### src/design/sleep_wake_pkg.sv
// Constants, register map and state encoding of the sleep and wake controller.
// Notes on behaviour
// Power-down starts only when the core executes the power-down instruction.
// Entry clears the watchdog; it keeps counting if enabled during power-down.
// Entry clears the power-down flag and sets the time-out flag.
// The CPU clock is gated off while powered down.
// The slow internal oscillator keeps running during power-down.
// The secondary timer oscillator keeps running during power-down.
// Converter on dedicated clock and capacitive oscillator keep running.
// Port pins hold their drive state during power-down.
// Non-watchdog resets behave the same asleep as awake.
// External pin, brown-out and power-on resets wake with a full reset.
// Watchdog and interrupt wakes resume execution without reset.
// The next instruction is prefetched while the power-down instruction runs.
// Only individually enabled sources wake, regardless of the global enable.
// Global enable clear resumes in line; set runs prefetched then vectors to 0004h.
// The watchdog is cleared on every exit from power-down.
// A pending enabled interrupt makes the instruction a no-op, flags untouched.
// An interrupt during entry completes entry then wakes at once.
// Crystal modes wait 1024 oscillator periods before resuming; others do not.
// Second flag register holds five pending flags in bits 7 to 3, reset 0.
// Bits 2 to 0 of the second flag register read as zero.
// Software places a no-op after the power-down instruction when needed.
// Flags set on their event regardless of individual or global enables.
// Wake request is OR of flag AND enable; peripherals also need their enable.
package sleep_wake_pkg;
	// Register byte offsets on the APB bus.
	localparam logic [7:0] OFS_IRQ_GLOBAL   = 8'h00;
	localparam logic [7:0] OFS_PIE_ONE      = 8'h04;
	localparam logic [7:0] OFS_PIE_TWO      = 8'h08;
	localparam logic [7:0] OFS_PIR_ONE      = 8'h0C;
	localparam logic [7:0] OFS_PIR_TWO      = 8'h10;
	localparam logic [7:0] OFS_STATUS       = 8'h14;
	localparam logic [7:0] OFS_WDT_CTRL     = 8'h18;
	localparam logic [7:0] OFS_PIN_FLAGS    = 8'h1C;
	localparam logic [7:0] OFS_PIN_FALL_EN  = 8'h20;
	localparam logic [7:0] OFS_PIN_RISE_EN  = 8'h24;
	// Global interrupt control fields.
	localparam int GLB_IRQ_EN_BIT   = 7;
	localparam int PERIPH_EN_BIT    = 6;
	localparam int TMR0_EN_BIT      = 5;
	localparam int EXT_EN_BIT       = 4;
	localparam int PIN_EN_BIT       = 3;
	localparam int TMR0_FLAG_BIT    = 2;
	localparam int EXT_FLAG_BIT     = 1;
	localparam int PIN_FLAG_BIT     = 0;
	// Status fields; both flags are active low.
	localparam int TIMEOUT_BIT      = 4;
	localparam int POWERDOWN_BIT    = 3;
	localparam logic [7:0] STATUS_RESET  = 8'h18;
	localparam logic [7:0] STATUS_SW_MSK = 8'h07;
	// Second flag and enable registers: bits 7..3 used.
	localparam logic [7:0] PIR_TWO_MSK   = 8'hF8;
	localparam logic [7:0] PIR_TWO_RESET = 8'h00;
	localparam logic [7:0] PIN_MSK       = 8'h3F;
	localparam logic [7:0] WDT_CTRL_MSK  = 8'h3F;
	localparam logic [7:0] WDT_CTRL_RST  = 8'h16;
	localparam int WDT_SW_EN_BIT    = 0;
	// Watchdog configuration modes.
	localparam logic [1:0] WDT_MODE_OFF    = 2'h0;
	localparam logic [1:0] WDT_MODE_SW     = 2'h1;
	localparam logic [1:0] WDT_MODE_NSLEEP = 2'h2;
	localparam logic [1:0] WDT_MODE_ON     = 2'h3;
	// Oscillator start-up delay in oscillator periods.
	localparam int OST_PERIODS      = 1024;
	localparam logic [15:0] IRQ_VECTOR = 16'h0004;
	typedef enum logic [2:0] {
		ST_AWAKE  = 3'b000,
		ST_SLEEP  = 3'b001,
		ST_OST    = 3'b010,
		ST_RESUME = 3'b011
	} pwr_state_t;
endpackage : sleep_wake_pkg

### src/design/sleep_wake_ctrl.sv
// Power-down entry, wake-up sequencing, watchdog and interrupt flag registers.
//
// The register addresses and the APB slave port are this design's own decisions.
`timescale 1ns/10ps
module sleep_wake_ctrl
	import sleep_wake_pkg::*;
#(
	parameter int WDT_TICKS   = 2048,
	parameter int OST_LENGTH  = OST_PERIODS
) (
	// Clock and reset
	input  wire logic        sys_clk_i,
	input  wire logic        rst_n_i,
	// APB slave
	input  wire logic        psel_i,
	input  wire logic        penable_i,
	input  wire logic        pwrite_i,
	input  wire logic [7:0]  paddr_i,
	input  wire logic [31:0] pwdata_i,
	output logic      [31:0] prdata_o,
	output logic             pready_o,
	output logic             pslverr_o,
	// Core
	input  wire logic        sleep_instr_i,
	input  wire logic        clear_wdt_i,
	output logic             cpu_clk_en_o,
	output logic             prefetch_o,
	output logic             sleep_nop_o,
	output logic             resume_o,
	output logic             vector_o,
	output logic      [15:0] vector_addr_o,
	// Reset sources and reset output
	input  wire logic        external_reset_pin_i,
	input  wire logic        brownout_reset_i,
	input  wire logic        por_reset_i,
	output logic             device_reset_o,
	// Clocking and configuration
	input  wire logic [1:0]  wdt_mode_i,
	input  wire logic        crystal_mode_i,
	input  wire logic        slow_osc_tick_i,
	input  wire logic        osc_tick_i,
	output logic             slow_osc_en_o,
	output logic             timer_osc_en_o,
	output logic             converter_clk_en_o,
	output logic             cap_osc_en_o,
	output logic             port_hold_o,
	// Interrupt events
	input  wire logic        tmr0_evt_i,
	input  wire logic        ext_int_evt_i,
	input  wire logic [5:0]  pin_rise_i,
	input  wire logic [5:0]  pin_fall_i,
	input  wire logic [7:0]  periph_one_evt_i,
	input  wire logic [4:0]  periph_two_evt_i,
	// Watchdog status
	output logic             wdt_running_o
);
	initial begin
		if (WDT_TICKS < 2 || WDT_TICKS > 16777215) $error("WDT_TICKS out of range");
		if (OST_LENGTH < 1 || OST_LENGTH > 65535) $error("OST_LENGTH out of range");
	end
	localparam logic [23:0] WDT_LAST = 24'(WDT_TICKS - 1);

	pwr_state_t  state_ff;
	pwr_state_t  nxt_state;
	logic [7:0]  irq_en_ff;
	logic [7:0]  pie_one_ff;
	logic [7:0]  pie_two_ff;
	logic [7:0]  status_ff;
	logic [7:0]  wdt_ctrl_ff;
	logic [7:0]  fall_en_ff;
	logic [7:0]  rise_en_ff;
	logic [23:0] wdt_cnt_ff;
	logic        gie_at_wake_ff;
	logic        resume_ff;
	logic        vector_ff;
	logic        prefetch_ff;
	logic        nop_ff;
	logic        reset_ff;
	logic [31:0] prdata_ff;

	// Bus decode.
	logic        wr_stb;
	logic        addr_hit;
	logic [7:0]  wdat;
	logic [7:0]  rdat;
	assign wdat   = pwdata_i[7:0];
	assign wr_stb = psel_i && penable_i && pwrite_i && addr_hit;

	// Reset requests and watchdog.
	logic full_reset_req;
	logic wdt_enabled;
	logic wdt_timeout;
	logic asleep;
	logic wdt_clr;
	logic enter_sleep;
	logic wake_evt;
	logic ost_start;
	logic ost_done;
	assign asleep = (state_ff != ST_AWAKE);
	assign full_reset_req = external_reset_pin_i || brownout_reset_i || por_reset_i;

	// Flag banks.
	logic [2:0] core_flags;
	logic [2:0] core_set;
	logic [7:0] pin_flags;
	logic [7:0] pir_one;
	logic [7:0] pir_two;
	logic [5:0] pin_set;
	assign pin_set  = (pin_rise_i & rise_en_ff[5:0]) | (pin_fall_i & fall_en_ff[5:0]);
	assign core_set = {tmr0_evt_i, ext_int_evt_i, 1'b0};

	sticky_flags #(
		.W(3)
	) u_core_flags (
		.sys_clk_i (sys_clk_i),
		.rst_n_i   (rst_n_i),
		.sync_clr_i(reset_ff),
		.wr_en_i   (wr_stb && paddr_i == OFS_IRQ_GLOBAL),
		.wr_data_i ({wdat[TMR0_FLAG_BIT], wdat[EXT_FLAG_BIT], 1'b0}),
		.set_i     (core_set),
		.flags_o   (core_flags)
	);

	sticky_flags #(
		.W(8)
	) u_pin_flags (
		.sys_clk_i (sys_clk_i),
		.rst_n_i   (rst_n_i),
		.sync_clr_i(reset_ff),
		.wr_en_i   (wr_stb && paddr_i == OFS_PIN_FLAGS),
		.wr_data_i (wdat & PIN_MSK),
		.set_i     ({2'b00, pin_set}),
		.flags_o   (pin_flags)
	);

	sticky_flags #(
		.W(8)
	) u_pir_one (
		.sys_clk_i (sys_clk_i),
		.rst_n_i   (rst_n_i),
		.sync_clr_i(reset_ff),
		.wr_en_i   (wr_stb && paddr_i == OFS_PIR_ONE),
		.wr_data_i (wdat),
		.set_i     (periph_one_evt_i),
		.flags_o   (pir_one)
	);

	// Bit 7 oscillator fail, 6 comparator b, 5 comparator a, 4 nvm write done, 3 collision.
	sticky_flags #(
		.W(8)
	) u_pir_two (
		.sys_clk_i (sys_clk_i),
		.rst_n_i   (rst_n_i),
		.sync_clr_i(reset_ff),
		.wr_en_i   (wr_stb && paddr_i == OFS_PIR_TWO),
		.wr_data_i (wdat & PIR_TWO_MSK),
		.set_i     ({periph_two_evt_i, 3'b000}),
		.flags_o   (pir_two)
	);

	// Pin-change summary flag is the OR of the pin flags and is read-only.
	logic pin_any;
	assign pin_any = |pin_flags[5:0];

	// Interrupt wake request, independent of the global enable.
	logic wake_req;
	logic periph_req;
	assign periph_req = irq_en_ff[PERIPH_EN_BIT] &&
		(|(pie_one_ff & pir_one) || |(pie_two_ff & pir_two & PIR_TWO_MSK));
	assign wake_req = (irq_en_ff[TMR0_EN_BIT] && core_flags[2]) ||
		(irq_en_ff[EXT_EN_BIT] && core_flags[1]) ||
		(irq_en_ff[PIN_EN_BIT] && pin_any) || periph_req;

	// Watchdog mode: always, awake only, software enable, or off.
	always_comb begin
		case (wdt_mode_i)
			WDT_MODE_ON:     wdt_enabled = 1'b1;
			WDT_MODE_NSLEEP: wdt_enabled = !asleep;
			WDT_MODE_SW:     wdt_enabled = wdt_ctrl_ff[WDT_SW_EN_BIT];
			default:         wdt_enabled = 1'b0;
		endcase
	end
	assign wdt_timeout = wdt_enabled && slow_osc_tick_i && (wdt_cnt_ff == WDT_LAST);
	assign enter_sleep = (state_ff == ST_AWAKE) && sleep_instr_i && !wake_req;
	assign wake_evt    = (state_ff == ST_SLEEP) && (wake_req || wdt_timeout);
	assign ost_start   = wake_evt && crystal_mode_i;
	// Held clear on entry, on exit and for the whole start-up delay.
	assign wdt_clr = enter_sleep || wake_evt || (state_ff == ST_OST) || clear_wdt_i ||
		!wdt_enabled || reset_ff;

	always_ff @(posedge sys_clk_i or negedge rst_n_i) begin
		if (!rst_n_i) begin
			wdt_cnt_ff <= 24'h00_0000;
		end else if (wdt_clr) begin
			wdt_cnt_ff <= 24'h00_0000;
		end else if (slow_osc_tick_i) begin
			wdt_cnt_ff <= (wdt_cnt_ff == WDT_LAST) ? 24'h00_0000 : wdt_cnt_ff + 24'h00_0001;
		end
	end

	startup_timer #(
		.PERIODS(OST_LENGTH)
	) u_ost (
		.sys_clk_i (sys_clk_i),
		.rst_n_i   (rst_n_i),
		.start_i   (ost_start),
		.osc_tick_i(osc_tick_i),
		.done_o    (ost_done)
	);

	// Sequencer.
	always_comb begin
		nxt_state = state_ff;
		case (state_ff)
			ST_AWAKE: begin
				if (enter_sleep) begin
					nxt_state = ST_SLEEP;
				end
			end
			ST_SLEEP: begin
				// An interrupt raised during entry is seen here on the first cycle.
				if (wake_evt) begin
					nxt_state = crystal_mode_i ? ST_OST : ST_RESUME;
				end
			end
			ST_OST: begin
				if (ost_done) begin
					nxt_state = ST_RESUME;
				end
			end
			ST_RESUME: nxt_state = ST_AWAKE;
			default:   nxt_state = ST_AWAKE;
		endcase
	end

	always_ff @(posedge sys_clk_i or negedge rst_n_i) begin
		if (!rst_n_i) begin
			state_ff <= ST_AWAKE;
		end else if (full_reset_req || reset_ff) begin
			state_ff <= ST_AWAKE;
		end else begin
			state_ff <= nxt_state;
		end
	end

	// Reset output: pin, brown-out and power-on always; watchdog only while awake.
	always_ff @(posedge sys_clk_i or negedge rst_n_i) begin
		if (!rst_n_i) begin
			reset_ff <= 1'b1;
		end else begin
			reset_ff <= full_reset_req || (wdt_timeout && !asleep);
		end
	end

	// Core handshake pulses.
	always_ff @(posedge sys_clk_i or negedge rst_n_i) begin
		if (!rst_n_i) begin
			prefetch_ff    <= 1'b0;
			nop_ff         <= 1'b0;
			resume_ff      <= 1'b0;
			vector_ff      <= 1'b0;
			gie_at_wake_ff <= 1'b0;
		end else begin
			prefetch_ff <= (state_ff == ST_AWAKE) && sleep_instr_i && !full_reset_req;
			nop_ff      <= (state_ff == ST_AWAKE) && sleep_instr_i && wake_req;
			resume_ff   <= (state_ff == ST_RESUME) && !full_reset_req;
			if (wake_evt) begin
				gie_at_wake_ff <= irq_en_ff[GLB_IRQ_EN_BIT] && wake_req;
			end
			// With the global enable set the core runs the prefetched word, then vectors.
			vector_ff <= (state_ff == ST_RESUME) && gie_at_wake_ff && !full_reset_req;
		end
	end

	// Software registers.
	always_ff @(posedge sys_clk_i or negedge rst_n_i) begin
		if (!rst_n_i) begin
			irq_en_ff   <= 8'h00;
			pie_one_ff  <= 8'h00;
			pie_two_ff  <= 8'h00;
			wdt_ctrl_ff <= WDT_CTRL_RST;
			fall_en_ff  <= 8'h00;
			rise_en_ff  <= 8'h00;
		end else if (reset_ff) begin
			irq_en_ff   <= 8'h00;
			pie_one_ff  <= 8'h00;
			pie_two_ff  <= 8'h00;
			wdt_ctrl_ff <= WDT_CTRL_RST;
			fall_en_ff  <= 8'h00;
			rise_en_ff  <= 8'h00;
		end else if (wr_stb) begin
			case (paddr_i)
				OFS_IRQ_GLOBAL:  irq_en_ff   <= wdat & 8'hF8;
				OFS_PIE_ONE:     pie_one_ff  <= wdat;
				OFS_PIE_TWO:     pie_two_ff  <= wdat & PIR_TWO_MSK;
				OFS_WDT_CTRL:    wdt_ctrl_ff <= wdat & WDT_CTRL_MSK;
				OFS_PIN_FALL_EN: fall_en_ff  <= wdat & PIN_MSK;
				OFS_PIN_RISE_EN: rise_en_ff  <= wdat & PIN_MSK;
				default:         ;
			endcase
		end
	end

	// Status: hardware owns the two active-low flags, software the low three bits.
	always_ff @(posedge sys_clk_i or negedge rst_n_i) begin
		if (!rst_n_i) begin
			status_ff <= STATUS_RESET;
		end else if (full_reset_req) begin
			status_ff <= STATUS_RESET;
		end else begin
			if (wr_stb && paddr_i == OFS_STATUS) begin
				status_ff[2:0] <= wdat[2:0];
			end
			if (enter_sleep) begin
				status_ff[POWERDOWN_BIT] <= 1'b0;
				status_ff[TIMEOUT_BIT]   <= 1'b1;
			end else if (wdt_timeout) begin
				// A time-out marks the wake or the reset it caused.
				status_ff[TIMEOUT_BIT] <= 1'b0;
				if (!asleep) begin
					status_ff[POWERDOWN_BIT] <= 1'b1;
				end
			end else if (clear_wdt_i && !asleep) begin
				status_ff[POWERDOWN_BIT] <= 1'b1;
				status_ff[TIMEOUT_BIT]   <= 1'b1;
			end
		end
	end

	// Read mux.
	always_comb begin
		addr_hit = 1'b1;
		rdat     = 8'h00;
		case (paddr_i)
			OFS_IRQ_GLOBAL:  rdat = irq_en_ff | {5'b00000, core_flags[2:1], pin_any};
			OFS_PIE_ONE:     rdat = pie_one_ff;
			OFS_PIE_TWO:     rdat = pie_two_ff;
			OFS_PIR_ONE:     rdat = pir_one;
			OFS_PIR_TWO:     rdat = pir_two & PIR_TWO_MSK;
			OFS_STATUS:      rdat = status_ff & (STATUS_SW_MSK | 8'h18);
			OFS_WDT_CTRL:    rdat = wdt_ctrl_ff;
			OFS_PIN_FLAGS:   rdat = pin_flags & PIN_MSK;
			OFS_PIN_FALL_EN: rdat = fall_en_ff;
			OFS_PIN_RISE_EN: rdat = rise_en_ff;
			default:         addr_hit = 1'b0;
		endcase
	end

	// Read data is captured in the setup cycle so the access phase ends at once.
	always_ff @(posedge sys_clk_i or negedge rst_n_i) begin
		if (!rst_n_i) begin
			prdata_ff <= 32'h0000_0000;
		end else if (psel_i && !penable_i) begin
			prdata_ff <= (!pwrite_i && addr_hit) ? {24'h00_0000, rdat} : 32'h0000_0000;
		end
	end

	assign prdata_o  = prdata_ff;
	assign pready_o  = 1'b1;
	assign pslverr_o = psel_i && penable_i && !addr_hit;

	// Clock gating and keep-alive outputs.
	assign cpu_clk_en_o       = !asleep;
	assign slow_osc_en_o      = 1'b1;
	assign timer_osc_en_o     = 1'b1;
	assign converter_clk_en_o = 1'b1;
	assign cap_osc_en_o       = 1'b1;
	assign port_hold_o        = asleep;
	assign device_reset_o     = reset_ff;
	assign prefetch_o         = prefetch_ff;
	assign sleep_nop_o        = nop_ff;
	assign resume_o           = resume_ff;
	assign vector_o           = vector_ff;
	assign vector_addr_o      = IRQ_VECTOR;
	assign wdt_running_o      = wdt_enabled && !wdt_clr;
endmodule : sleep_wake_ctrl

### src/design/startup_timer.sv
// Counts oscillator periods after a wake from a crystal mode.
`timescale 1ns/10ps
module startup_timer
	import sleep_wake_pkg::*;
#(
	parameter int PERIODS = OST_PERIODS
) (
	// Clock and reset
	input  wire logic sys_clk_i,
	input  wire logic rst_n_i,
	// Control
	input  wire logic start_i,
	input  wire logic osc_tick_i,
	output logic      done_o
);
	initial begin
		if (PERIODS < 1 || PERIODS > 65535) $error("startup_timer PERIODS out of range");
	end
	localparam logic [15:0] LAST = 16'(PERIODS - 1);
	logic [15:0] cnt_ff;
	logic        run_ff;
	always_ff @(posedge sys_clk_i or negedge rst_n_i) begin
		if (!rst_n_i) begin
			cnt_ff <= 16'h0000;
			run_ff <= 1'b0;
		end else if (start_i) begin
			cnt_ff <= 16'h0000;
			run_ff <= 1'b1;
		end else if (run_ff && osc_tick_i) begin
			cnt_ff <= cnt_ff + 16'h0001;
			if (cnt_ff == LAST) begin
				run_ff <= 1'b0;
			end
		end
	end
	assign done_o = run_ff && osc_tick_i && (cnt_ff == LAST);
endmodule : startup_timer

### src/design/sticky_flags.sv
// Bank of hardware-set, software-written pending flags.
`timescale 1ns/10ps
module sticky_flags
	import sleep_wake_pkg::*;
#(
	parameter int W = 8
) (
	// Clock and reset
	input  wire logic         sys_clk_i,
	input  wire logic         rst_n_i,
	input  wire logic         sync_clr_i,
	// Software write and hardware set
	input  wire logic         wr_en_i,
	input  wire logic [W-1:0] wr_data_i,
	input  wire logic [W-1:0] set_i,
	output logic      [W-1:0] flags_o
);
	initial begin
		if (W < 1) $error("sticky_flags needs W >= 1");
	end
	logic [W-1:0] flags_ff;
	// A set in the cycle of a software clear wins, so no event is lost.
	always_ff @(posedge sys_clk_i or negedge rst_n_i) begin
		if (!rst_n_i) begin
			flags_ff <= '0;
		end else if (sync_clr_i) begin
			flags_ff <= '0;
		end else begin
			flags_ff <= (wr_en_i ? wr_data_i : flags_ff) | set_i;
		end
	end
	assign flags_o = flags_ff;
endmodule : sticky_flags

### config.mk
export PLATFORM = sky130hd
export DESIGN_NAME = sleep_wake_ctrl
export DESIGN_NICKNAME = d
export VERILOG_FILES = /design/src/design/sleep_wake_pkg.sv /design/src/design/sleep_wake_ctrl.sv /design/src/design/startup_timer.sv /design/src/design/sticky_flags.sv
export SDC_FILE = /design/constraint.sdc
export NUM_CORES = 1
export LEC_CHECK = 0
export BUFFER_PORTS_ARGS = -buffer_cell sky130_fd_sc_hd__buf_4
export CORE_UTILIZATION = 45
export DETAILED_ROUTE_END_ITERATION = 12
export PLACE_DENSITY = 0.76
export SLEW_MARGIN = 5
export SYNTH_ARGS = -nofsm -noshare
export SYNTH_HDL_FRONTEND = slang
export SYNTH_HIERARCHICAL = 1
export SYNTH_SLANG_ARGS = --single-unit
### constraint.sdc
create_clock -name sys_clk_i -period 3.65 [get_ports sys_clk_i]
set_clock_uncertainty 0.05 [all_clocks]
set_input_delay 0.365 -clock sys_clk_i [delete_from_list [all_inputs] [get_ports sys_clk_i]]
set_output_delay 0.365 -clock sys_clk_i [all_outputs]
set_load 0.005 [all_outputs]
==> results.json, run 1 <==
{
  "status": "complete, no violations",
  "cap_violations": 0,
  "p_switching_mw": 0.787,
  "core_area_um2": 14600,
  "ant_nets": 0,
  "max_stage_delay_ns": 0.56,
  "required_ns": 3.23,
  "final-max-slew-violation-count": 0,
  "first_pass_iters": 5,
  "crit_path_start_kind": "flop",
  "antenna_cells": 0,
  "groute.usage.overall": 0.216,
  "worst_slack_ns": 0.447,
  "place_area_um2": 7300,
  "rsz0062_at_grt": "no",
  "clock_path_buffers": 2,
  "cts_setup_buffers": 0,
  "place_ws_ns": 0.565,
  "crit_family": "compound AO/OA/AOI/OAI gates",
  "final_area_um2": 7940,
  "grt_max_degree": 60,
  "io_pins": 144,
  "cts_sinks": 119,
  "cts_root_buffer": "clkbuf_16",
  "yosysWarnings": 6,
  "finalNetCount": 858,
  "h-tree-depth": 4,
  "initial_core_util": 0.463,
  "fill_cells": 1276,
  "vias": 5295,
  "grt_pass1_wl_um": 26600,
  "hold_viol": 0,
  "hp-start": "pwrite_i",
  "routedWlPerCell_um": 16.7,
  "clock.fmax_ghz": 0.312,
  "crit_type": "reg2out",
  "holdWs_ns": 0.138,
  "worstSetupEndpointType": "output port",
  "cp_max_fo": 15,
  "route.detailed.drc": 0,
  "dpl.hpwl_um": 11500,
  "tritoncts": "built",
  "dieArea_um2": 15500,
  "power.leakage_nw": 3.46,
  "antenna_found_initial": 0,
  "synth_area_um2": 6760,
  "grt_pass1_vias": 5038,
  "io_buffers": 74,
  "fp.dieW_um": 125,
  "path_cells": "a222oi_1 > nand3_1 > o21ai_0 > a31oi_1 > a311o_2 > inv_1 > buf_4",
  "rows": 44,
  "syn_to_final_growth_pct": 17.5,
  "cp-startpoint": "u_pir_one/flags_o[0]$_DFF_PN0_",
  "final_cells": 966,
  "critPathBufInv": 2,
  "setup_viol": 0,
  "drt_iter0_markers": 569,
  "gp_congestion": 0.923,
  "cts_buffers": 17,
  "drive_gt1_frac": 0.203,
  "viasPerCell": 5.48,
  "crit_arrival_ns": 2.79,
  "comb_power_share": 0.075,
  "synthCells": 692,
  "worstSkewPairLatency_ns": 0.41,
  "grt-ovfl-total": 0,
  "syn_area_per_cell_um2": 9.76,
  "final-seq-area_um2": 2990,
  "chipHeight_um": 125,
  "powerDensity_nw_per_um2": 428,
  "p_sw_frac": 0.232,
  "slew_headroom": 0.388,
  "post-route-util": 0.544,
  "dp_cells": 933,
  "hp-class": "in2reg",
  "finalSetupTns_ns": 0,
  "r2r-start": "state_ff[0]$_DFFE_PN0P_",
  "peakVddDrop_uv": 332,
  "intPower_mw": 2.61,
  "wl_um": 16100,
  "fin_crit_ns": 3.20,
  "clk_pin_slew_ns": 0.05,
  "clockPowerShare": 0.511,
  "timing.final.crit_share": 0.877,
  "p_seq_frac": 0.414,
  "cpMaxStageDelayCell": "a311o_2",
  "multi_input_area_um2": 3300,
  "worst_slew_pin_slew_ns": 0.910,
  "p_total_mw": 3.40
}
-- metal layers --
layer	vias to the layer above	part of all wire	track usage
met5	-	0	0
met4	0	0.016	0.0758
met3	17	0.057	0.0511
met2	188	0.46	0.321
met1	2580	0.46	0.307
li1	2510	-	-
-- registers in the layout (all words and copies together) (netlist names), 2 cells and up --
register,cells
rise_en_ff,6
irq_en_ff,5
fall_en_ff,6
u_pin_flags/flags_o,6
u_pir_two/flags_o,5
u_pir_one/flags_o,8
prdata_o,8
pie_one_ff,8
wdt_cnt_ff,24
status_ff,5
wdt_ctrl_ff,6
u_ost/cnt_ff,16
state_ff,2
u_core_flags/flags_o,2
pie_two_ff,5
-- power by group through the flow --
| stage | sequential, mW | clock, mW | combinational, mW |
|---|---|---|---|
| final | 1.40 | 1.74 | 0.255 |
| after global routing | 1.41 | 1.83 | 0.288 |
| after CTS | 1.40 | 1.76 | 0.255 |
| after detailed placement | 1.43 | 0 | 0.253 |
| after global placement | 1.42 | 0 | 0.249 |
| after floorplan | 1.42 | 0 | 0.166 |
-- final timing paths --
kind | to | slack [ns] | depth (start not counted)
min | prdata_o[0]$_DFFE_PN0P_ | 0.14 | 2
max | wdt_running_o | 0.45 | 7
max reg2reg | u_ost/cnt_ff[12]$_DFFE_PN0P_ | 0.76 | 11
min reg2reg | prdata_o[5]$_DFFE_PN0P_ | 0.43 | 2
max in group asynchronous | status_ff[3]$_DFFE_PN1P_ | 2.06 | 3
min in group asynchronous | u_pir_one/flags_o[3]$_DFF_PN0_ | 0.50 | 2
-- placed cells by master (no fill, tap or decap), drive strengths merged, types with 11 or more instances in the layout --
cell type    n
dfrtp      113
nor2        95
buf         88
mux2i       67
conb        45
nand2       38
a21oi       34
inv         33
nand3       28
clkbuf      21
xor2        18
a22o        15
nor3        15
a22oi       13
xnor2       11
-- repair_timing --
item,4_1_cts,5_1_grt
gates resized for setup,0,1
hold endpoints to repair,52,0
hold buffers,1,0
setup endpoints to repair,0,1
-- layout make-up --
cell class / count / share of cell area
clock inverter: 11 / 0.0184
clock buffer: 21 / 0.0605
sequential: 119 / 0.376
inverter: 33 / 0.0156
multi-input combinational: 509 / 0.416
timing repair buffer: 89 / 0.0845
tap: 184 / 0.0290
(Power assumes the default switching activity.)
==> inputs of run 2 (changes only) <==
--- a/config.mk
+++ b/config.mk
@@ -9,6 +9,7 @@
 export CORE_UTILIZATION = 45
 export DETAILED_ROUTE_END_ITERATION = 12
 export PLACE_DENSITY = 0.76
+export REMOVE_ABC_BUFFERS = 1
 export SLEW_MARGIN = 5
 export SYNTH_ARGS = -nofsm -noshare
 export SYNTH_HDL_FRONTEND = slang
==> results.json, run 2 (synthesis results as in run 1) <==
{
  "setup_viol": 0,
  "max_stage_delay_ns": 0.55,
  "cp-startpoint": "u_pir_one/flags_o[0]$_DFF_PN0_",
  "crit_arrival_ns": 2.87,
  "initial_core_util": 0.463,
  "antenna_cells": 0,
  "top_register": "wdt_cnt_ff",
  "power.leakage_nw": 3.45,
  "syn_to_final_growth_pct": 16.8,
  "r2r-start": "state_ff[1]$_DFFE_PN0P_",
  "grt-ovfl-total": 0,
  "routedWlPerCell_um": 16.5,
  "status": "complete, but fails checks",
  "fp.dieW_um": 125,
  "dp_cells": 933,
  "powerDensity_nw_per_um2": 413,
  "timing.final.crit_share": 0.901,
  "final-seq-area_um2": 2990,
  "peakVddDrop_uv": 335,
  "antenna_found_initial": 0,
  "core_area_um2": 14600,
  "p_sw_frac": 0.230,
  "cts_resized": 0,
  "post-route-util": 0.541,
  "required_ns": 3.23,
  "path_cells": "a222oi_1 > nand3_1 > o21ai_0 > and2_1 > a311o_1 > inv_1 > buf_4",
  "h-tree-depth": 4,
  "drive_gt1_frac": 0.196,
  "p_seq_frac": 0.431,
  "fin_crit_ns": 3.29,
  "worstSetupEndpointType": "output port",
  "vias": 5345,
  "crit_type": "reg2out",
  "cts_root_buffer": "clkbuf_16",
  "cpMaxStageDelayCell": "a311o_1",
  "hold_viol": 4,
  "final_cells": 966,
  "rows": 44,
  "largest_register_ffs": 24,
  "cap_violations": 0,
  "finalNetCount": 858,
  "rsz0062_at_grt": "no",
  "route.detailed.drc": 0,
  "cp_max_fo": 10,
  "p_switching_mw": 0.751,
  "final_cell_mix": "dfrtp_1 (113), buf_4 (88), nor2_1 (83)",
  "gp_congestion": 0.912,
  "comb_power_share": 0.079,
  "chipHeight_um": 125,
  "slew_headroom": 0.462,
  "grt_max_degree": 65,
  "ant_nets": 0,
  "drt_iter0_markers": 456,
  "violations": "hold timing",
  "largestRegisters": "wdt_cnt_ff x24, u_ost/cnt_ff x16",
  "multi_input_area_um2": 3300,
  "grt_pass1_wl_um": 26200,
  "dpl.hpwl_um": 11400,
  "dieArea_um2": 15500,
  "tritoncts": "built",
  "crit_path_start_kind": "flop",
  "groute.usage.overall": 0.213,
  "clk_pin_slew_ns": 0.06,
  "io_buffers": 74,
  "p_total_mw": 3.26,
  "cts_sinks": 119,
  "fill_cells": 1299,
  "grt_pass1_vias": 5163,
  "worst_slew_pin_slew_ns": 0.806,
  "viasPerCell": 5.53,
  "holdWs_ns": -0.00329,
  "clock.fmax_ghz": 0.304,
  "clockPowerShare": 0.489,
  "clock_path_buffers": 2,
  "worstSkewPairLatency_ns": 0.42,
  "final-max-slew-violation-count": 0,
  "finalSetupTns_ns": 0,
  "wl_um": 16000,
  "final_common_cell": "dfrtp_1",
  "intPower_mw": 2.51,
  "hp-class": "in2async",
  "first_pass_iters": 6,
  "cts_buffers": 17,
  "io_pins": 144
}
-- run 2: layer usage --
| metal | wire (µm) | vias up | global-route usage | part of all wire |
|---|---|---|---|---|
| met5 | 0 | - | 0 | 0 |
| met4 | 416 | 0 | 0.0992 | 0.026 |
| met3 | 1190 | 36 | 0.0524 | 0.074 |
| met2 | 7440 | 232 | 0.325 | 0.47 |
| met1 | 6940 | 2572 | 0.285 | 0.43 |
| li1 | - | 2505 | - | - |
-- run 2: power groups by stage --
stage	sequential (mW)	combinational [mW]	clock (mW)
detailed placement	1.43	0.257	0
global placement	1.42	0.251	0
floorplan	1.42	0.117	0
finish	1.41	0.258	1.59
global route	1.41	0.294	1.68
CTS	1.41	0.258	1.62
-- run 2: worst max-delay path, delay by kind of cell (launching register included) --
kind / cells / cell delay [ns]
AOI/OAI and AO/OA: 3 / 1.41
DFF: 1 / 0.42
buffers and inverters: 2 / 0.24
and+or+nand+nor: 2 / 0.38
-- run 2: cell type report --
cell class,count,share of cell area
Sequential cell,119,0.378
Multi-Input combinational cell,509,0.418
Clock inverter,3,0.00507
Timing Repair Buffer,89,0.0863
Tap cell,184,0.0292
Clock buffer,29,0.0672
Inverter,33,0.0157
-- run 2: worst paths after layout --
path	to	slack, ns	cells past startpoint
worst max-delay path	wdt_running_o	0.36	7
worst min-delay path	u_ost/cnt_ff[2]$_DFFE_PN0P_	-0.003	1
worst max register to register	u_ost/cnt_ff[14]$_DFFE_PN0P_	0.75	11
worst min register to register	prdata_o[0]$_DFFE_PN0P_	0.42	2
max in group asynchronous	wdt_ctrl_ff[4]$_DFFE_PN1P_	2.75	2
min in group sys_clk_i	prdata_o[0]$_DFFE_PN0P_	0.11	2
-- run 2: what timing repair did --
action,in CTS,in global routing
setup endpoints to repair,0,1
hold buffers,0,0
setup buffers,0,1
endpoints found under the hold margin,0,0
-- run 2: stage by stage --
step	worst slack, ns	instance area [µm²]
global placement	0.675	7310
finish	0.360	7890
CTS	0.0875	7880
floorplan	0.855	6410
global route	0.197	7890
detailed placement	0.604	7310
